==> config.mk <==
export PLATFORM = sky130hd
export DESIGN_NAME = audio_serial_fifo_dma_ctrl
export DESIGN_NICKNAME = d
export VERILOG_FILES = /design/src/logic/audio_serial_fifo_dma_ctrl.v
export VERILOG_INCLUDE_DIRS = /design/src /design/src/logic
export SDC_FILE = /design/constraint.sdc
export NUM_CORES = 2
export LEC_CHECK = 0
export BUFFER_PORTS_ARGS = -buffer_cell sky130_fd_sc_hd__buf_2
export CORE_AREA = 2 2 517 519
export CTS_BUF_LIST = sky130_fd_sc_hd__clkbuf_16
export DETAILED_ROUTE_END_ITERATION = 8
export DIE_AREA = 0 0 519 521
export PLACE_DENSITY = 0.5
export SLEW_MARGIN = 10
export SYNTH_ARGS = -nofsm -noshare
export SYNTH_HDL_FRONTEND = slang
export SYNTH_SLANG_ARGS = --single-unit
==> constraint.sdc <==
create_clock -name clk_i -period 9.1 [get_ports clk_i]
set_input_delay 1.82 -clock clk_i [delete_from_list [all_inputs] [get_ports clk_i]]
set_output_delay 1.82 -clock clk_i [all_outputs]
set_load 0.005 [all_outputs]
==> src/logic/audio_serial_consts.vh <==
// Register offsets, field positions, reset values and build codes for the
// audio serial FIFO and DMA control block.
// Assumes a 12-bit byte address on the block's register port.
//
// Behaviour
// - Mask bit one blocks receive-available interrupt.
// - Reading receive overrun register clears the flag.
// - Reading transmit overrun register clears the flag.
// - Receive available raised at programmed fill level.
// - Transmit empty raised at programmed level.
// - Writing one to receive flush empties FIFO.
// - Writing one to transmit flush empties FIFO.
// - Receive DMA reads step left, right, repeatedly.
// - Receive pointer reset returns to first channel.
// - Transmit DMA port steps through pairs.
// - Transmit pointer reset returns to first channel.
// - Build register reports receive word size code.
// - Second build register reports transmit sizes.
// - Version register is read only.
// - Receive available status shows trigger reached.
// - Transmit overrun status shows full write.
`ifndef AUDIO_SERIAL_CONSTS_VH
`define AUDIO_SERIAL_CONSTS_VH

`define OFF_STATUS 12'h038
`define OFF_MASK 12'h03C
`define OFF_RX_OVR_CLR 12'h040
`define OFF_TX_OVR_CLR 12'h044
`define OFF_RX_TRIG 12'h048
`define OFF_TX_TRIG 12'h04C
`define OFF_RX_FLUSH 12'h050
`define OFF_TX_FLUSH 12'h054
`define OFF_RX_DMA 12'h1C0
`define OFF_RX_DMA_RST 12'h1C4
`define OFF_TX_DMA 12'h1C8
`define OFF_TX_DMA_RST 12'h1CC
`define OFF_BUILD_RX 12'h1F0
`define OFF_BUILD_GEN 12'h1F4
`define OFF_VERSION 12'h1F8

`define BIT_RX_AVAIL 0
`define BIT_RX_OVR 1
`define BIT_TX_EMPTY 4
`define BIT_TX_OVR 5

`define RST_MASK 6'h33
`define RST_TRIG 4'h3
`define RST_OVR 1'b1

`define POS_RX_WS0 0
`define POS_TX_WS0 16
`define POS_TX_CHANS 9
`define POS_RX_CHANS 7
`define POS_RX_BLOCK 6
`define POS_TX_BLOCK 5
`define POS_MODE_EN 4
`define POS_FIFO_DEPTH 2
`define POS_BUS_WIDTH 0
`define CODE_BUS_WIDTH_32 2'h2

`endif

==> src/logic/audio_serial_fifo_dma_ctrl.v <==
// Channel 0 FIFO, trigger, flush and block DMA control of the audio serial unit.
// Assumes the framing logic and register port run on clk_i; the register port
// gives one-cycle read and write strobes and expects read data one cycle later.
`timescale 1ns/1ps
`include "audio_serial_consts.vh"

module audio_serial_fifo_dma_ctrl #(
    parameter DW = 32,
    parameter AW = 4,
    parameter [1:0] FIFO_DEPTH_CODE = 2'h3,
    parameter [2:0] RX_WORD_SIZE = 3'h1,
    parameter [2:0] TX_WORD_SIZE = 3'h1,
    // Arbitrary release value.
    parameter [31:0] COMP_VERSION = 32'h0000_0001
) (
    input wire clk_i,
    input wire rst_b_i,
    input wire [11:0] reg_addr_i,
    input wire reg_wr_i,
    input wire reg_rd_i,
    input wire [31:0] reg_wdata_i,
    output reg [31:0] reg_rdata_o,
    output reg reg_rvalid_o,
    input wire rx_enable_i,
    input wire tx_enable_i,
    input wire rx_sample_valid_i,
    input wire [DW-1:0] rx_left_i,
    input wire [DW-1:0] rx_right_i,
    input wire tx_sample_ready_i,
    output reg tx_sample_valid_o,
    output reg [DW-1:0] tx_left_o,
    output reg [DW-1:0] tx_right_o,
    output reg irq_o
);

    // The depth code in the build register must be kept in step with AW.
    localparam DEPTH = 1 << AW;

    reg [DW-1:0] rx_left_mem [0:DEPTH-1];
    reg [DW-1:0] rx_right_mem [0:DEPTH-1];
    reg [DW-1:0] tx_left_mem [0:DEPTH-1];
    reg [DW-1:0] tx_right_mem [0:DEPTH-1];
    reg [AW:0] rx_wr_ptr;
    reg [AW:0] rx_rd_ptr;
    reg [AW:0] tx_wr_ptr;
    reg [AW:0] tx_rd_ptr;
    reg [5:0] irq_mask;
    reg [3:0] rx_trigger_level_field;
    reg [3:0] tx_empty_threshold_field;
    reg rx_ovr;
    reg tx_ovr;
    reg rx_dma_right;
    reg tx_dma_right;
    reg [DW-1:0] tx_left_hold;
    reg [31:0] next_rdata;
    reg [5:0] status;
    reg [31:0] build_rx;
    reg [31:0] build_gen;

    // The pointers carry one extra bit so that full and empty differ.
    wire [AW:0] rx_level = rx_wr_ptr - rx_rd_ptr;
    wire [AW:0] tx_level = tx_wr_ptr - tx_rd_ptr;
    wire rx_full = rx_level[AW];
    wire rx_empty = (rx_level == {(AW+1){1'b0}});
    wire tx_full = tx_level[AW];
    wire tx_empty = (tx_level == {(AW+1){1'b0}});

    // Decodes compare the whole byte address, so aliases read as unmapped.
    wire wr_hit_mask = reg_wr_i && (reg_addr_i == `OFF_MASK);
    wire wr_rx_trig = reg_wr_i && (reg_addr_i == `OFF_RX_TRIG);
    wire wr_tx_trig = reg_wr_i && (reg_addr_i == `OFF_TX_TRIG);
    wire rx_flush = reg_wr_i && (reg_addr_i == `OFF_RX_FLUSH) && reg_wdata_i[0];
    wire tx_flush = reg_wr_i && (reg_addr_i == `OFF_TX_FLUSH) && reg_wdata_i[0];
    wire rx_dma_rst = reg_wr_i && (reg_addr_i == `OFF_RX_DMA_RST) && reg_wdata_i[0];
    wire tx_dma_rst = reg_wr_i && (reg_addr_i == `OFF_TX_DMA_RST) && reg_wdata_i[0];
    wire rd_rx_ovr = reg_rd_i && (reg_addr_i == `OFF_RX_OVR_CLR);
    wire rd_tx_ovr = reg_rd_i && (reg_addr_i == `OFF_TX_OVR_CLR);
    wire rd_rx_dma = reg_rd_i && (reg_addr_i == `OFF_RX_DMA) && rx_enable_i;
    wire wr_tx_dma = reg_wr_i && (reg_addr_i == `OFF_TX_DMA) && tx_enable_i;

    // A read of the right half pops the pair; an empty FIFO returns zero and
    // does not advance, so a starved DMA does not lose its place in the pair.
    wire rx_pop = rd_rx_dma && rx_dma_right && !rx_empty;
    wire rx_push = rx_sample_valid_i && rx_enable_i && !rx_full;
    wire rx_ovr_set = rx_sample_valid_i && rx_enable_i && rx_full;
    wire tx_push = wr_tx_dma && tx_dma_right && !tx_full;
    wire tx_ovr_set = wr_tx_dma && tx_dma_right && tx_full;
    wire tx_pop = tx_sample_ready_i && tx_enable_i && !tx_empty;

    // The trigger fields are four bits and the fill count AW+1 bits, so the
    // fields are widened to the count; this limits AW to at least three.
    wire [AW:0] rx_trig_wide = {{(AW-3){1'b0}}, rx_trigger_level_field};
    wire [AW:0] tx_thr_wide = {{(AW-3){1'b0}}, tx_empty_threshold_field};
    wire rx_avail = (rx_level >= rx_trig_wide);
    wire tx_at_thr = (tx_level <= tx_thr_wide);

    // Status bit positions are shared with the mask so one AND gives the sources.
    always @* begin
        status = 6'h00;
        status[`BIT_RX_AVAIL] = rx_avail;
        status[`BIT_RX_OVR] = rx_ovr;
        status[`BIT_TX_EMPTY] = tx_at_thr;
        status[`BIT_TX_OVR] = tx_ovr;
    end

    // One channel per direction, so both channel-count fields hold the code for one.
    always @* begin
        build_rx = 32'h0000_0000;
        build_rx[`POS_RX_WS0 +: 3] = RX_WORD_SIZE;
        build_gen = 32'h0000_0000;
        build_gen[`POS_TX_WS0 +: 3] = TX_WORD_SIZE;
        build_gen[`POS_TX_CHANS +: 2] = 2'h0;
        build_gen[`POS_RX_CHANS +: 2] = 2'h0;
        build_gen[`POS_RX_BLOCK] = 1'b1;
        build_gen[`POS_TX_BLOCK] = 1'b1;
        build_gen[`POS_MODE_EN] = 1'b1;
        build_gen[`POS_FIFO_DEPTH +: 2] = FIFO_DEPTH_CODE;
        build_gen[`POS_BUS_WIDTH +: 2] = `CODE_BUS_WIDTH_32;
    end

    always @* begin
        next_rdata = 32'h0000_0000;
        case (reg_addr_i)
            `OFF_STATUS: begin
                next_rdata = {26'h0, status};
            end
            `OFF_MASK: begin
                next_rdata = {26'h0, irq_mask};
            end
            `OFF_RX_OVR_CLR: begin
                next_rdata = {31'h0, rx_ovr};
            end
            `OFF_TX_OVR_CLR: begin
                next_rdata = {31'h0, tx_ovr};
            end
            `OFF_RX_TRIG: begin
                next_rdata = {28'h0, rx_trigger_level_field};
            end
            `OFF_TX_TRIG: begin
                next_rdata = {28'h0, tx_empty_threshold_field};
            end
            `OFF_RX_DMA: begin
                // A disabled or empty receive side reads as zero with no side effect.
                if (rx_enable_i && !rx_empty) begin
                    if (rx_dma_right) begin
                        next_rdata = rx_right_mem[rx_rd_ptr[AW-1:0]];
                    end else begin
                        next_rdata = rx_left_mem[rx_rd_ptr[AW-1:0]];
                    end
                end
            end
            `OFF_BUILD_RX: begin
                next_rdata = build_rx;
            end
            `OFF_BUILD_GEN: begin
                next_rdata = build_gen;
            end
            `OFF_VERSION: begin
                next_rdata = COMP_VERSION;
            end
            default: begin
                next_rdata = 32'h0000_0000;
            end
        endcase
    end

    // Read data is zero outside the answer cycle so a stale word never looks fresh.
    always @(posedge clk_i or negedge rst_b_i) begin
        if (!rst_b_i) begin
            reg_rdata_o <= 32'h0000_0000;
            reg_rvalid_o <= 1'b0;
        end else begin
            reg_rvalid_o <= reg_rd_i;
            reg_rdata_o <= reg_rd_i ? next_rdata : 32'h0000_0000;
        end
    end

    // Mask bits with no status source stay zero, as the reserved bits read.
    always @(posedge clk_i or negedge rst_b_i) begin
        if (!rst_b_i) begin
            irq_mask <= `RST_MASK;
            rx_trigger_level_field <= `RST_TRIG;
            tx_empty_threshold_field <= `RST_TRIG;
        end else begin
            if (wr_hit_mask) begin
                irq_mask <= reg_wdata_i[5:0] & `RST_MASK;
            end
            if (wr_rx_trig) begin
                rx_trigger_level_field <= reg_wdata_i[3:0];
            end
            if (wr_tx_trig) begin
                tx_empty_threshold_field <= reg_wdata_i[3:0];
            end
        end
    end

    // The overrun flags are sticky; a new overrun in the clearing read's cycle
    // keeps the flag set so the event is not lost.
    always @(posedge clk_i or negedge rst_b_i) begin
        if (!rst_b_i) begin
            rx_ovr <= `RST_OVR;
            tx_ovr <= `RST_OVR;
        end else begin
            rx_ovr <= rx_ovr_set | (rx_ovr & ~rd_rx_ovr);
            tx_ovr <= tx_ovr_set | (tx_ovr & ~rd_tx_ovr);
        end
    end

    // Flushing while the channel runs could race a framing push; software is
    // expected to disable the channel first, and the flush simply wins.
    // A flush also returns the DMA port to the left word of the pair.
    always @(posedge clk_i or negedge rst_b_i) begin
        if (!rst_b_i) begin
            rx_wr_ptr <= {(AW+1){1'b0}};
            rx_rd_ptr <= {(AW+1){1'b0}};
            rx_dma_right <= 1'b0;
        end else begin
            if (rx_flush) begin
                rx_wr_ptr <= {(AW+1){1'b0}};
                rx_rd_ptr <= {(AW+1){1'b0}};
            end else begin
                if (rx_push) begin
                    rx_wr_ptr <= rx_wr_ptr + 1'b1;
                end
                if (rx_pop) begin
                    rx_rd_ptr <= rx_rd_ptr + 1'b1;
                end
            end
            if (rx_dma_rst || rx_flush) begin
                rx_dma_right <= 1'b0;
            end else if (rd_rx_dma && !rx_empty) begin
                rx_dma_right <= ~rx_dma_right;
            end
        end
    end

    // The sample stores need no reset; the pointers alone say which words are live.
    always @(posedge clk_i) begin
        if (rx_push) begin
            rx_left_mem[rx_wr_ptr[AW-1:0]] <= rx_left_i;
            rx_right_mem[rx_wr_ptr[AW-1:0]] <= rx_right_i;
        end
        if (tx_push) begin
            tx_left_mem[tx_wr_ptr[AW-1:0]] <= tx_left_hold;
            tx_right_mem[tx_wr_ptr[AW-1:0]] <= reg_wdata_i[DW-1:0];
        end
    end

    // A pointer reset discards a held left word; the next write starts a new pair.
    always @(posedge clk_i or negedge rst_b_i) begin
        if (!rst_b_i) begin
            tx_wr_ptr <= {(AW+1){1'b0}};
            tx_rd_ptr <= {(AW+1){1'b0}};
            tx_dma_right <= 1'b0;
            tx_left_hold <= {DW{1'b0}};
        end else begin
            if (tx_flush) begin
                tx_wr_ptr <= {(AW+1){1'b0}};
                tx_rd_ptr <= {(AW+1){1'b0}};
            end else begin
                if (tx_push) begin
                    tx_wr_ptr <= tx_wr_ptr + 1'b1;
                end
                if (tx_pop) begin
                    tx_rd_ptr <= tx_rd_ptr + 1'b1;
                end
            end
            if (wr_tx_dma && !tx_dma_right) begin
                tx_left_hold <= reg_wdata_i[DW-1:0];
            end
            if (tx_dma_rst || tx_flush) begin
                tx_dma_right <= 1'b0;
            end else if (wr_tx_dma) begin
                tx_dma_right <= ~tx_dma_right;
            end
        end
    end

    // The pair lines change only on a pop and then hold, so the framing logic
    // may take them at any later point of its frame.
    always @(posedge clk_i or negedge rst_b_i) begin
        if (!rst_b_i) begin
            tx_sample_valid_o <= 1'b0;
            tx_left_o <= {DW{1'b0}};
            tx_right_o <= {DW{1'b0}};
        end else begin
            tx_sample_valid_o <= tx_pop && !tx_flush;
            if (tx_pop && !tx_flush) begin
                tx_left_o <= tx_left_mem[tx_rd_ptr[AW-1:0]];
                tx_right_o <= tx_right_mem[tx_rd_ptr[AW-1:0]];
            end
        end
    end

    // Registered so the pin cannot glitch while status settles, at one cycle of delay.
    always @(posedge clk_i or negedge rst_b_i) begin
        if (!rst_b_i) begin
            irq_o <= 1'b0;
        end else begin
            irq_o <= |(status & ~irq_mask);
        end
    end

endmodule

==> results.md <==
* Ys flop type: edfxtp_1
* Maxcap violations at 0
* Top Layer Used: met5
* Layout cells sized above 1 at 32.3%
* Final Hold Viols at 0
* Synth warn at 0
* Number of I/O pins at about 220
* Met2 WL post-DR at between 100000 and 150000 um
* Peak supply drop at about 180 uV
* Fin area at 97400 um2
* Min Tclk post-route at roughly 5.2 ns
* DIE AREA at about 270000 um2
* Placed cell area at 90100 um2
* Antenna violations before repair at 37
* Initial Utilization at a little under a third
* Row cnt at ~190
* #FFs+latches synth at 2215
* CTS HTree Levels at 4
* Port bufs at roughly 210
* WL final at roughly 210000 um
* Drt drc at 0
* Post-synth ARST share at between 7 and 8%
* Synthesized Nets at ~3800
* Worst setup SP type: register
* CP Class: reg -> reg
* PwrDens at 246 nW/um2
* Final Skew at 0.0714 ns
* Post-synth top area cell: edfxtp_1
* Commonest cells after routing, fill and taps aside: 2048 x edfxtp_1, 567 x mux4_2, 238 x clkbuf_16
* Synth Cell Area at between 80000 and 90000 um2
* Clock Path Buffers at 4
* DRT Pass-1 Iters at 5
* Number of global-route vias before repair at 40694
* Critical Path AT at approximately 5.6 ns
* Wire per inst at 27.0 um
* Crit path from: rx_rd_ptr[1]
* Final ANT Viol Nets at 0
* Setup Fix Bufs, Post-CTS at 0
* Post-CTS Hold Fix Bufs at 0
* Run status: finished, final reports clean
* Via count at about 38000
* Die Wd at slightly above 500 um
* CTS tree: built
* Post-synthesis area per instance at about 23 um2
* Post-Syn Instances at between 3000 and 4000
* Worst hold path class: reg -> reg
* EDFF count, synth at 2048
* Sink Count at 2215
* Most common cell after layout, fill and taps aside: edfxtp_1
* Netlist cell types at between 60 and 70
* CP Data Required Time at about 9.5 ns
* PostCTS Resize Cnt at 0
* Post-synthesis sequential area ratio at between 70% and 80%
* Total global-route track usage at 15.3%
* Fin nets at roughly 4200
* Leak at ~0.032 uW
* First-pass GRT wire length at between 300000 and 400000 um
* Crit Path Max Fanout at 51
* Via density at between 4 and 5
* Hold Startpoint: tx_right_o[0]
* Placer Congestion at 0.745
* Setup_tns at 0 ns
* Die height at ~520 um
* Post-synth top area share at 72.8%
* DR WL met3 at a little under 10000 um
* Core area at about 260000 um2
* Total power at between 20000 and 25000 uW
* Worst-Margin Slew at between 1 and 1.5 ns
* Critical Path End Type: register
* Synthesis-to-layout area growth at 15.3%
* DRT iter0 DRCs at ~3000
* Num CTS Buffers at 236
* Top post-synthesis cells by area: edfxtp_1 73%, mux4_2 15%, dfrtp_1 4.7%
* Period utilisation layout at a little under three fifths
* Worst skew pair latency at 0.88 ns
* Fmax at 0.193 GHz
* Unrepaired setup endpoints after global routing: false
* Relative slew slack at a little over a fifth
* Largest net degree at the start of global routing at roughly 100
* Final setup vio count at 0
* R2r startpoint: rx_rd_ptr[1]
* Met1 wire length at between 80000 and 90000 um
* Pins Over Slew Limit at 0
* Gr ovfl total at 0
* Clock Pin Slew Worst Setup and Hold Paths at ~0.06 ns
* Root buf cell: clkbuf_16
* HPWL Detailed at ~120000 um
==> layer usage <==
metal / vias to the layer above / GRT usage, %
li1: 16225 / -
met1: 20834 / 19.5
met2: 934 / 26.5
met3: 366 / 2.73
met4: 36 / 4.60
met5: - / 0
==> Yosys cell counts (7+ instances only) <==
master / instances
mux2_2: 108
nand3_1: 22
a22oi_1: 9
nor2b_1: 7
edfxtp_1: 2048
buf_1: 24
dfstp_2: 10
dfrtp_1: 157
nor3_1: 14
ha_1: 26
o22ai_1: 60
buf_2: 57
inv_1: 27
o21ai_0: 18
and3_1: 8
nand2_1: 44
nand4_1: 9
mux2i_1: 120
a31oi_1: 7
xor2_1: 9
a21oi_1: 19
mux4_2: 567
nor2_1: 96
clkbuf_1: 93
==> sequential cells by signal (all words and copies together), names as in the netlist, 4 cells and up <==
| signal | count |
|---|---|
| tx_empty_threshold_field | 4 |
| reg_rdata_o | 32 |
| rx_trigger_level_field | 4 |
| irq_mask | 4 |
| tx_right_o | 32 |
| rx_right_mem | 512 |
| tx_rd_ptr | 5 |
| tx_left_hold | 32 |
| tx_left_o | 32 |
| rx_rd_ptr | 5 |
| rx_left_mem | 512 |
| rx_wr_ptr | 5 |
| tx_left_mem | 512 |
| tx_wr_ptr | 5 |
| tx_right_mem | 512 |
==> metrics by stage <==
step                setup slack (ns)  hold WS (ns)  std cells  utilization (%)
CTS                             3.79         0.503       7733             36.8
global placement                3.24         0.484       7304             34.1
detailed placement              3.24         0.491       7304             34.1
finish                          3.91         0.499       7744             36.9
global route                    3.56         0.516       7739             36.9
floorplan                      0.947         0.480       3658                -
==> power by group <==
group / total, uW / internal (uW) / leakage [uW] / switching [uW]
Clock: 9150 / 5250 / 0.00380 / 3900
Sequential: 11700 / 11400 / 0.0218 / 295
Combinational: 3100 / 1430 / 0.00631 / 1670
==> cells by family (layout without fill, tap and decap cells) <==
| kind of cell | Yosys count | after routing | synth area share [%] |
|---|---|---|---|
| XOR/XNOR | 14 | 14 | 0.145 |
| multiplexers | 796 | 796 | 18.0 |
| buffers and inverters | 209 | 751 | 1.03 |
| AND/OR/NAND/NOR | 249 | 249 | 1.48 |
| flip-flops | 2215 | 2215 | 77.8 |
| adder cells (fa/ha/maj) | 28 | 28 | 0.432 |
| AO/OA/AOI/OAI | 147 | 147 | 1.16 |
| other | 0 | 11 | 0 |
==> final timing paths <==
| check | slack, ns | depth (start not counted) | end |
|---|---|---|---|
| max in group asynchronous | 6.75 | 2 | rx_rd_ptr[2] |
| worst max register to register | 3.91 | 8 | rx_right_mem[1][26] |
| worst max-delay path | 3.91 | 8 | rx_right_mem[1][26] |
| min in group asynchronous | 0.95 | 1 | tx_right_o[13] |
| worst min-delay path | 0.50 | 1 | tx_right_o[0] |
| worst min register to register | 0.50 | 1 | tx_right_o[0] |
==> layout make-up <==
cell class | count | area [um2]
Sequential cell | 2215 | 65700
Timing Repair Buffer | 291 | 1710
Inverter | 31 | 126
Fill cell | 24192 | 167000
Antenna cell | 11 | 27.5
Multi-Input combinational cell | 1234 | 18100
Clock buffer | 238 | 5960
Tap cell | 3533 | 4420
Clock inverter | 191 | 1380
==> critical path, stage by stage, from the launching register on <==
cell and delay [ns]:
dfrtp_4 0.86, clkinv_1 0.58, fa_1 0.58, nand3_1 0.10, and3_1 0.19, o21ba_2 0.32
nor2b_1 0.66, and3b_4 0.56, buf_4 0.80
No activity file was read; power rests on OpenSTA's default activity.
